### src/dtp_pkg.sv
// Constants for the DTMF transceiver host-side digital block
`default_nettype none
package dtp_pkg;
   // Reference clock and crystal rate
   localparam int unsigned CLK_PERIOD_NS  = 25;
   localparam int unsigned XTAL_HZ        = 3579545;
   // Settle delay from latch update to delayed-steering flag
   localparam int unsigned SETTLE_NS      = 100;
   localparam int unsigned SETTLE_CYC     =
      (SETTLE_NS + CLK_PERIOD_NS - 1) / CLK_PERIOD_NS;
   // Tone burst and pause lengths in burst mode
   localparam int unsigned BURST_MS       = 51;
   localparam int unsigned BURST_CYC      =
      BURST_MS * 1000000 / CLK_PERIOD_NS;
   localparam logic [3:0]  CODE_RESET     = 4'h0;
   localparam logic [1:0]  CHOOSE_RX_DATA = 2'h0;

   typedef enum logic [1:0] {
      DTP_TX_IDLE  = 2'b00,
      DTP_TX_BURST = 2'b01,
      DTP_TX_PAUSE = 2'b10
   } dtp_tx_state_t;

   // Row/column index pair (0..3 each) to 4-bit output code
   function automatic logic [3:0] dtp_code(input logic [1:0] row,
                                           input logic [1:0] col);
      logic [3:0] c;
      c = 4'h0;
      if (col == 2'h3)
         c = (row == 2'h3) ? 4'h0 : 4'(4'hd + {2'b00, row});
      else if (row == 2'h3)
         c = (col == 2'h0) ? 4'hb : ((col == 2'h1) ? 4'ha : 4'hc);
      else
         c = 4'(({2'b00, row} * 4'h3) + {2'b00, col} + 4'h1);
      return c;
   endfunction
endpackage
`default_nettype wire

### src/dtp_host_port.sv
// Host port, steering and power-down logic of the DTMF transceiver
//
// Function
// - Float data bus when deselected or idle strobe
// - Shared pin is direction or write strobe
// - Interrupt mode pulls output low after burst
// - Progress mode echoes in-band input square wave
// - Sleep pin powers down, stops oscillator
// - Sleep floats interrupt, tone, data bus
// - Early valid rises on valid tone pair
// - Loss of pair drops early valid immediately
// - Steering above threshold registers and latches code
// - Steering below threshold allows new pair
// - Guard output from early valid and steering
// - Crystal or external clock at 3.579545 MHz
// - Transmitter, receiver power down independently
// - Counters time tone bursts and pauses
// - Selectable call-progress filter mode
// - Latch four-bit code per mapping table
// - Delayed steering flag after settle, interrupts
// - Both sleep bits stop oscillator, float outputs
`default_nettype none
module dtp_host_port #(
   parameter int unsigned BURST_CYCLES = dtp_pkg::BURST_CYC
) (
   input  wire logic       ref_clk,          // 40 MHz clock
   input  wire logic       rst_b,            // Async reset, active low
   input  wire logic       chip_sel_b,       // Chip select, active low
   input  wire logic       split_strobes,    // 1: separate read/write
   input  wire logic       rw_or_wr_b,       // Direction or write strobe
   input  wire logic       data_strobe,      // Data strobe or read_b
   input  wire logic       register_choose,  // Register select
   input  wire logic [3:0] host_nibble_in,   // Bus input
   output logic      [3:0] host_nibble_out,  // Bus output data
   output logic            host_nibble_oe,   // Bus drive enable
   input  wire logic       sleep_pin,        // Power down, active high
   input  wire logic       rx_sleep_bit,     // Receiver power down
   input  wire logic       tx_off_bit,       // Transmitter disable
   input  wire logic       irq_mode,         // 1: interrupt mode
   input  wire logic       progress_mode,    // Call-progress filter on
   input  wire logic       progress_level,   // In-band limiter output
   input  wire logic       pair_valid,       // Detector sees valid pair
   input  wire logic [1:0] pair_row,         // Detected row index
   input  wire logic [1:0] pair_col,         // Detected column index
   input  wire logic       steer_above,      // Steering above threshold
   input  wire logic       tx_start,         // Start a tone burst
   output logic            early_tone_valid, // Early steering output
   output logic            guard_out,        // Guard drive level (high)
   output logic            guard_oe,         // Guard drive enable
   output logic            int_out_oe,       // Open drain pulls low
   output logic            tone_oe,          // Tone output enable
   output logic            tone_on,          // Tone generator gated on
   output logic            osc_run,          // Oscillator enable
   output logic            rx_powered,       // Receiver powered
   output logic            tx_powered,       // Transmitter powered
   output logic            delayed_steer,    // Registered flag
   output logic      [3:0] rx_code           // Latched tone code
);
   // =========================================================
   // Reset release and steering synchroniser
   // =========================================================
   logic [1:0] rstSync_r;
   logic       rstB;
   logic       stMeta_r, stSync_r, stPrev_r;
   always_ff @(posedge ref_clk or negedge rst_b) begin
      if (!rst_b) begin
         rstSync_r <= 2'b00;
      end else begin
         rstSync_r <= {rstSync_r[0], 1'b1};
      end
   end
   assign rstB = rstSync_r[1];

   always_ff @(posedge ref_clk or negedge rstB) begin
      if (!rstB) begin
         stMeta_r <= 1'b0;
         stSync_r <= 1'b0;
         stPrev_r <= 1'b0;
      end else begin
         stMeta_r <= steer_above;
         stSync_r <= stMeta_r;
         stPrev_r <= stSync_r;
      end
   end

   // =========================================================
   // Power state
   // =========================================================
   logic allDown;
   always_comb begin
      allDown    = sleep_pin | (rx_sleep_bit & tx_off_bit);
      osc_run    = !allDown;
      rx_powered = !sleep_pin && !rx_sleep_bit;
      tx_powered = !sleep_pin && !tx_off_bit;
   end

   // =========================================================
   // Early steering and guard time
   // =========================================================
   always_comb begin
      early_tone_valid = rx_powered & pair_valid;
      // Guard drives steering node high while registered and pair holds
      guard_oe  = early_tone_valid & stSync_r;
      guard_out = 1'b1;
   end

   // =========================================================
   // Registration, code latch and delayed steering
   // =========================================================
   logic [3:0] code_r, code_nxt;
   logic [3:0] settle_r, settle_nxt;
   logic       dstf_r, dstf_nxt;
   logic       txDone_r, txDone_nxt;
   logic       readRx;
   always_comb begin
      code_nxt   = code_r;
      settle_nxt = settle_r;
      dstf_nxt   = dstf_r;
      if (rx_powered && stSync_r && !stPrev_r) begin
         code_nxt   = dtp_pkg::dtp_code(pair_row,
                                        pair_col);
         settle_nxt = 4'(dtp_pkg::SETTLE_CYC);
      end else if (settle_r != 4'h0) begin
         settle_nxt = settle_r - 4'h1;
         if (settle_r == 4'h1)
            dstf_nxt = 1'b1;
      end else if (!stSync_r && readRx) begin
         dstf_nxt = 1'b0;
      end
   end
   always_ff @(posedge ref_clk or negedge rstB) begin
      if (!rstB) begin
         code_r   <= dtp_pkg::CODE_RESET;
         settle_r <= 4'h0;
         dstf_r   <= 1'b0;
      end else begin
         code_r   <= code_nxt;
         settle_r <= settle_nxt;
         dstf_r   <= dstf_nxt;
      end
   end
   assign rx_code       = code_r;
   assign delayed_steer = dstf_r;

   // =========================================================
   // Burst timer
   // =========================================================
   dtp_pkg::dtp_tx_state_t txSt_r, txSt_nxt;
   logic [31:0] txCnt_r, txCnt_nxt;
   always_comb begin
      txSt_nxt    = txSt_r;
      txCnt_nxt   = txCnt_r;
      txDone_nxt  = txDone_r;
      if (readRx)
         txDone_nxt = 1'b0;
      case (txSt_r)
         dtp_pkg::DTP_TX_IDLE: begin
            if (tx_start && tx_powered) begin
               txSt_nxt  = dtp_pkg::DTP_TX_BURST;
               txCnt_nxt = BURST_CYCLES - 1;
            end
         end
         dtp_pkg::DTP_TX_BURST: begin
            if (txCnt_r == 32'h0) begin
               txSt_nxt   = dtp_pkg::DTP_TX_PAUSE;
               txCnt_nxt  = BURST_CYCLES - 32'h1;
               txDone_nxt = 1'b1;
            end else begin
               txCnt_nxt = txCnt_r - 32'h1;
            end
         end
         dtp_pkg::DTP_TX_PAUSE: begin
            if (txCnt_r == 32'h0)
               txSt_nxt = dtp_pkg::DTP_TX_IDLE;
            else
               txCnt_nxt = txCnt_r - 32'h1;
         end
         default: txSt_nxt = dtp_pkg::DTP_TX_IDLE;
      endcase
      if (!tx_powered) begin
         txSt_nxt  = dtp_pkg::DTP_TX_IDLE;
         txCnt_nxt = 32'h0;
      end
   end
   always_ff @(posedge ref_clk or negedge rstB) begin
      if (!rstB) begin
         txSt_r   <= dtp_pkg::DTP_TX_IDLE;
         txCnt_r  <= 32'h0;
         txDone_r <= 1'b0;
      end else begin
         txSt_r   <= txSt_nxt;
         txCnt_r  <= txCnt_nxt;
         txDone_r <= txDone_nxt;
      end
   end
   assign tone_on = (txSt_r == dtp_pkg::DTP_TX_BURST);
   assign tone_oe = tx_powered && !allDown;

   // =========================================================
   // Host bus and interrupt / progress pin
   // =========================================================
   logic readAct;
   always_comb begin
      // Strobes matter only with chip select low; idle otherwise
      if (split_strobes)
         readAct = !chip_sel_b && !data_strobe;
      else
         readAct = !chip_sel_b && data_strobe && rw_or_wr_b;
      readRx = readAct && (register_choose == dtp_pkg::CHOOSE_RX_DATA[0]);
      host_nibble_oe  = readAct && !allDown;
      host_nibble_out = readRx ? code_r
                               : {txDone_r, dstf_r, 2'b00};
      if (allDown)
         int_out_oe = 1'b0;
      else if (progress_mode)
         int_out_oe = rx_powered & !progress_level;
      else
         int_out_oe = irq_mode & (dstf_r | txDone_r);
   end

   // =========================================================
   // Checks
   // =========================================================
   a_bus_float: assert property (
      @(posedge ref_clk) disable iff (!rstB)
      (chip_sel_b || sleep_pin) |-> !host_nibble_oe)
      else $error("data bus driven while deselected");
   a_sleep_quiet: assert property (
      @(posedge ref_clk) disable iff (!rstB)
      sleep_pin |-> !int_out_oe && !tone_oe && !osc_run)
      else $error("outputs active in sleep");
   a_early_follow: assert property (
      @(posedge ref_clk) disable iff (!rstB)
      (rx_powered && !pair_valid) |-> !early_tone_valid)
      else $error("early valid without pair");
   a_latch_code: assert property (
      @(posedge ref_clk) disable iff (!rstB)
      (rx_powered && stSync_r && !stPrev_r) |=>
         rx_code == dtp_pkg::dtp_code($past(pair_row), $past(pair_col)))
      else $error("code not latched on steering rise");
   a_flag_delay: assert property (
      @(posedge ref_clk) disable iff (!rstB)
      (settle_r == 4'h1) |=> delayed_steer)
      else $error("delayed flag missing after settle");
   a_sync_lag: assert property (
      @(posedge ref_clk) disable iff (!rstB)
      $rose(steer_above) ##1 steer_above |=> stSync_r)
      else $error("steering not synchronised in two cycles");
   a_guard_level: assert property (
      @(posedge ref_clk) disable iff (!rstB)
      (guard_oe == (early_tone_valid && stSync_r)) && guard_out)
      else $error("guard drive does not follow its causes");
   a_both_bits: assert property (
      @(posedge ref_clk) disable iff (!rstB)
      (rx_sleep_bit && tx_off_bit) |-> !osc_run && !host_nibble_oe)
      else $error("oscillator running with both bits set");
endmodule
`default_nettype wire

### config.mk
export PLATFORM = sky130hd
export DESIGN_NAME = dtp_host_port
export DESIGN_NICKNAME = d
export VERILOG_FILES = /design/src/dtp_pkg.sv /design/src/dtp_host_port.sv
export SDC_FILE = /design/constraint.sdc
export NUM_CORES = 1
export LEC_CHECK = 0
export BUFFER_PORTS_ARGS = -buffer_cell sky130_fd_sc_hd__buf_2
export CAP_MARGIN = 20
export CELL_PAD_IN_SITES_DETAIL_PLACEMENT = 0
export CELL_PAD_IN_SITES_GLOBAL_PLACEMENT = 1
export CORE_UTILIZATION = 45
export CTS_BUF_LIST = sky130_fd_sc_hd__clkbuf_8
export CTS_CLUSTER_DIAMETER = 200
export DETAILED_ROUTE_END_ITERATION = 7
export GPL_TIMING_DRIVEN = 0
export PLACE_DENSITY = 0.87
export RECOVER_POWER = 100
export SYNTH_ARGS = -nofsm -noshare
export SYNTH_HDL_FRONTEND = slang
export SYNTH_SLANG_ARGS = --single-unit
### constraint.sdc
create_clock -name ref_clk -period 1.7 [get_ports ref_clk]
set_clock_uncertainty 0.05 [all_clocks]
set_input_delay 0.17 -clock ref_clk [delete_from_list [all_inputs] [get_ports ref_clk]]
set_output_delay 0.17 -clock ref_clk [all_outputs]
set_load 0.01 [all_outputs]
==> flow_results.org <==
** Floorplan
- The die covers 6820 um2.
- Starting density of the core :: 0.463
- The core region is 6310 um2.
- For this design the top-level I/O count stands at 43.
- After floorplanning, the core was divided into 29 placement rows.
- In this run the horizontal extent of the chip is 82.6 um.
- From bottom edge to top edge, the die measures 82.6 um.

** Pwr
- Ratio of total power to cell area :: 778 nW/um2
- Worst-case vdd ir drop :: 0.625 mV
- Summed over all cells, the static leakage comes to slightly below 0.002 uW.

** Clock tree
- Clock-pin slew was measured on the worst setup and hold paths at 90 ps.
- The clock net in this run drives a total of 49 sinks.
- CTS built an H-tree with a depth of 2.
- TritonCTS built the clock tree.
- TritonCTS buffer count :: 5
- Root buffer cell :: sky130_fd_sc_hd__clkbuf_8
- Clock network latency to the later pin of the worst-skew pair :: 310 ps
- Maximum root-to-sink buffer count :: 2

** Final layout
- In the layout the commonest cells are 45 x sky130_fd_sc_hd__dfrtp_1, 36 x sky130_fd_sc_hd__buf_4, 33 x sky130_fd_sc_hd__buf_2.
- Relative to the synthesized area, the layout overhead comes to 51.9%.
- Leaving out fill and tap cells, the most frequent cell in the layout is sky130_fd_sc_hd__dfrtp_1.
- Finished layout cell area :: 4440 um2
- Measured on the finished design, the core utilization comes to 0.704.
- Ant. Diodes :: 0
- Number of non-filler instances in the completed layout :: ~500
- Layout cells sized above 1 :: 0.460
- Number of nets in the final layout :: roughly 470

** Global route
- met2 is the most crowded layer.
- In the global route stage, overall resource usage came out at 0.277.
- For this run, global-route usage on met1 was measured as 0.362.
- Vias in the first global route :: 2786
- Summed over all layers, the global routing overflow is 0.
- Antenna violations before repair :: 0
- For this run, global-route usage on met2 was measured as 0.451.
- Entering global routing, the biggest net connects 29 pins.
- Wire length of the first global-routing pass :: 14000 um
- For this run, global-route usage on met3 was measured as 0.0473.

** Timing
- Hold slack final :: between 90 and 100 ps
- Relative slew slack :: 0.255
- Setup violations remaining at the end of the flow were counted as 35.
- Once routing completed, OpenROAD measured the worst setup slack at -1100 ps.
- Number of failing hold endpoints at the final stage :: 0
- Setup repair after global routing could not meet its margin everywhere.
- Highest attainable clock frequency :: 357 MHz
- Max Transition Viols Final :: 0
- Adding up every negative setup slack in the final design gives -30050 ps.
- In the finished design, the share of the clock period the worst path needs comes to 1.65.
- Measured slew at the worst slew-check pin :: 1110 ps
- Counting I/O delays and the setup requirement, the final critical path takes between 2000 and 3000 ps.

** Routing
- First-pass DRT Iterations :: 5
- Routed WL :: 10100 um
- The routed layout has ~3200 vias.
- Iteration-0 DRC Markers :: 405
- Average vias per placed instance :: 6.26
- After detailed routing, the average wire length per cell comes to 19.7 um.
- Residual DRC count :: 0
- The detail route stage leaves a number of antenna-violating nets equal to 0.

** Critical path
- STA classifies the critical path endpoint as a flop.
- The setup path with the least slack is of type reg -> reg.
- CP arrival :: 2990 ps
- For the worst setup path, the data required time is 1890 ps.
- Peak fanout along the critical path :: 3
- STA classifies the critical path startpoint as a flop.

** Synth
- The synthesized netlist occupies a cell area of about 2900 um2.
- Synthesized area per cell :: 8.70 um2
- Yosys mapped a number of flops with a built-in enable equal to 0.
- In the synthesized netlist the async set-or-reset flop fraction comes to 1.00.
- Yosys printed 0 warnings.
- The share of the Yosys chip area taken by registers is 0.419.
- The synthesized design contains 49 register bits.
- Most used flip-flop cell after synthesis :: sky130_fd_sc_hd__dfrtp_1
- Distinct cell type count of the synthesized netlist :: 49
- Syn Inst Count :: 336

** Min path
- Class of the tightest hold or removal check :: in -> async

** Placed design
- Count of port buffers added during placement :: 37
- The HPWL after detailed placement is ~5300 um.
- Once placement completed, the tool counted placed cells totaling 452.
- Weighted congestion reported at the end of routability-driven placement :: 0.838
- Cell area after placement :: 3330 um2

** Job
- Count of maximum capacitance violations :: 0

** Outcome
- Run status :: finished, violations left
- The checks that failed: negative setup slack.
## cell families (layout without fill, tap and decap cells)
logic type	after synthesis	in the layout	synth area share
and+or+nand+nor	124	124	0.222
other	1	2	0.00128
DFF	49	49	0.419
AOI/OAI and AO/OA	110	110	0.229
muxes	5	5	0.0184
adders and majority gates	13	13	0.0608
xor gates and xnor gates	2	2	0.00599
buffers and inverters	32	132	0.0436
## where the power goes
group | internal [uW] | total [uW] | switching, uW
clock network | 276 | 680 | 404
registers | 1290 | 1450 | 158
logic | 631 | 1320 | 693
total | 2200 | 3460 | 1250
## worst max-delay path, cell delays in order (launching register included)
cell,delay [ps]
sky130_fd_sc_hd__dfrtp_1,410
sky130_fd_sc_hd__or3_4,400
sky130_fd_sc_hd__buf_6,130
sky130_fd_sc_hd__or4_4,490
sky130_fd_sc_hd__or4_4,530
sky130_fd_sc_hd__or3_4,340
sky130_fd_sc_hd__or3_1,310
sky130_fd_sc_hd__o21ai_1,80
## what timing repair did
action / 4_1_cts / 5_1_grt
hold buffers: 2 / 0
pin swaps: 24 / 39
gates resized for setup: 79 / 88
hold endpoints to repair: 3 / 0
buffers inserted: 24 / 27
gates cloned: 6 / 0
setup endpoints to repair: 40 / 40
## state kept, by name, indices dropped and copies added (netlist names)
signal / cells
rx_code: 4
txDone_r: 1
stSync_r: 1
rstSync_r: 2
txCnt_r: 32
stPrev_r: 1
stMeta_r: 1
delayed_steer: 1
txSt_r: 2
settle_r: 4
## cells in the mapped netlist (2+ instances only)
library cell / n / area share
sky130_fd_sc_hd__or3_1: 5 / 0.011
sky130_fd_sc_hd__buf_1: 2 / 0.0026
sky130_fd_sc_hd__nor2_1: 34 / 0.044
sky130_fd_sc_hd__o21ai_0: 31 / 0.053
sky130_fd_sc_hd__nor3_1: 8 / 0.014
sky130_fd_sc_hd__o2bb2ai_1: 5 / 0.015
sky130_fd_sc_hd__inv_1: 16 / 0.021
sky130_fd_sc_hd__nor4_1: 7 / 0.015
sky130_fd_sc_hd__xnor2_1: 2 / 0.0060
sky130_fd_sc_hd__a311oi_1: 5 / 0.015
sky130_fd_sc_hd__o21a_1: 3 / 0.0077
sky130_fd_sc_hd__or4_4: 2 / 0.0077
sky130_fd_sc_hd__nand2_1: 23 / 0.030
sky130_fd_sc_hd__or2_2: 5 / 0.011
sky130_fd_sc_hd__a31oi_1: 18 / 0.039
sky130_fd_sc_hd__and2_1: 5 / 0.011
sky130_fd_sc_hd__a21oi_1: 29 / 0.050
sky130_fd_sc_hd__nand4_1: 3 / 0.0064
sky130_fd_sc_hd__o31ai_1: 3 / 0.0077
sky130_fd_sc_hd__nor2b_1: 3 / 0.0064
sky130_fd_sc_hd__fa_1: 2 / 0.014
sky130_fd_sc_hd__nand2b_1: 5 / 0.011
sky130_fd_sc_hd__mux2i_1: 2 / 0.0068
sky130_fd_sc_hd__o211ai_1: 2 / 0.0051
sky130_fd_sc_hd__buf_2: 3 / 0.0051
sky130_fd_sc_hd__ha_1: 11 / 0.047
sky130_fd_sc_hd__clkbuf_1: 9 / 0.012
sky130_fd_sc_hd__dfrtp_1: 49 / 0.42
sky130_fd_sc_hd__and3_1: 3 / 0.0064
sky130_fd_sc_hd__nor4b_1: 2 / 0.0060
sky130_fd_sc_hd__or4_1: 8 / 0.021
sky130_fd_sc_hd__o31a_1: 3 / 0.0090
sky130_fd_sc_hd__nand3_1: 7 / 0.012
sky130_fd_sc_hd__mux2_2: 3 / 0.012
sky130_fd_sc_hd__o41ai_1: 2 / 0.0060
sky130_fd_sc_hd__o21ai_1: 2 / 0.0034
sky130_fd_sc_hd__a211oi_1: 2 / 0.0051
## layout make-up
| class | instances | area, um2 |
|---|---|---|
| well taps | 77 | 96.3 |
| clock inverters | 3 | 11.3 |
| multi-input cells | 256 | 2070 |
| plain buffers | 10 | 105 |
| repair buffers | 97 | 793 |
| flip-flops and latches | 49 | 1230 |
| fillers | 434 | 1870 |
| clock buffers | 5 | 68.8 |
| inverters | 17 | 66.3 |
## metrics by stage
stage / worst slack, ps / total power [uW]
floorplan: -979 / 2050
global placement: -1130 / 2280
detailed placement: -1120 / 2310
CTS: -1040 / 3190
global route: -1160 / 3660
finish: -1100 / 3460
## layer usage
layer	up-vias	wire, um	share of wire
met5	-	0	0
met4	0	429	0.042
met3	43	803	0.079
met2	179	4810	0.47
met1	1545	4100	0.40
li1	1452	-	-
## worst paths after layout
kind                       slack [ps]          from           end  depth (start not counted)
setup / recovery                -1100    txCnt_r[7]   txCnt_r[15]                          7
hold reg to reg                   180  rstSync_r[1]    txCnt_r[3]                          0
setup reg to reg                -1100    txCnt_r[7]   txCnt_r[15]                          7
hold / removal                    100         rst_b  rstSync_r[0]                          2
min in group ref_clk              100   pair_col[1]    rx_code[1]                          3
max in group asynchronous         900  rstSync_r[1]   txCnt_r[30]                          1
Note: power is estimated with default switching activity, not from simulation.
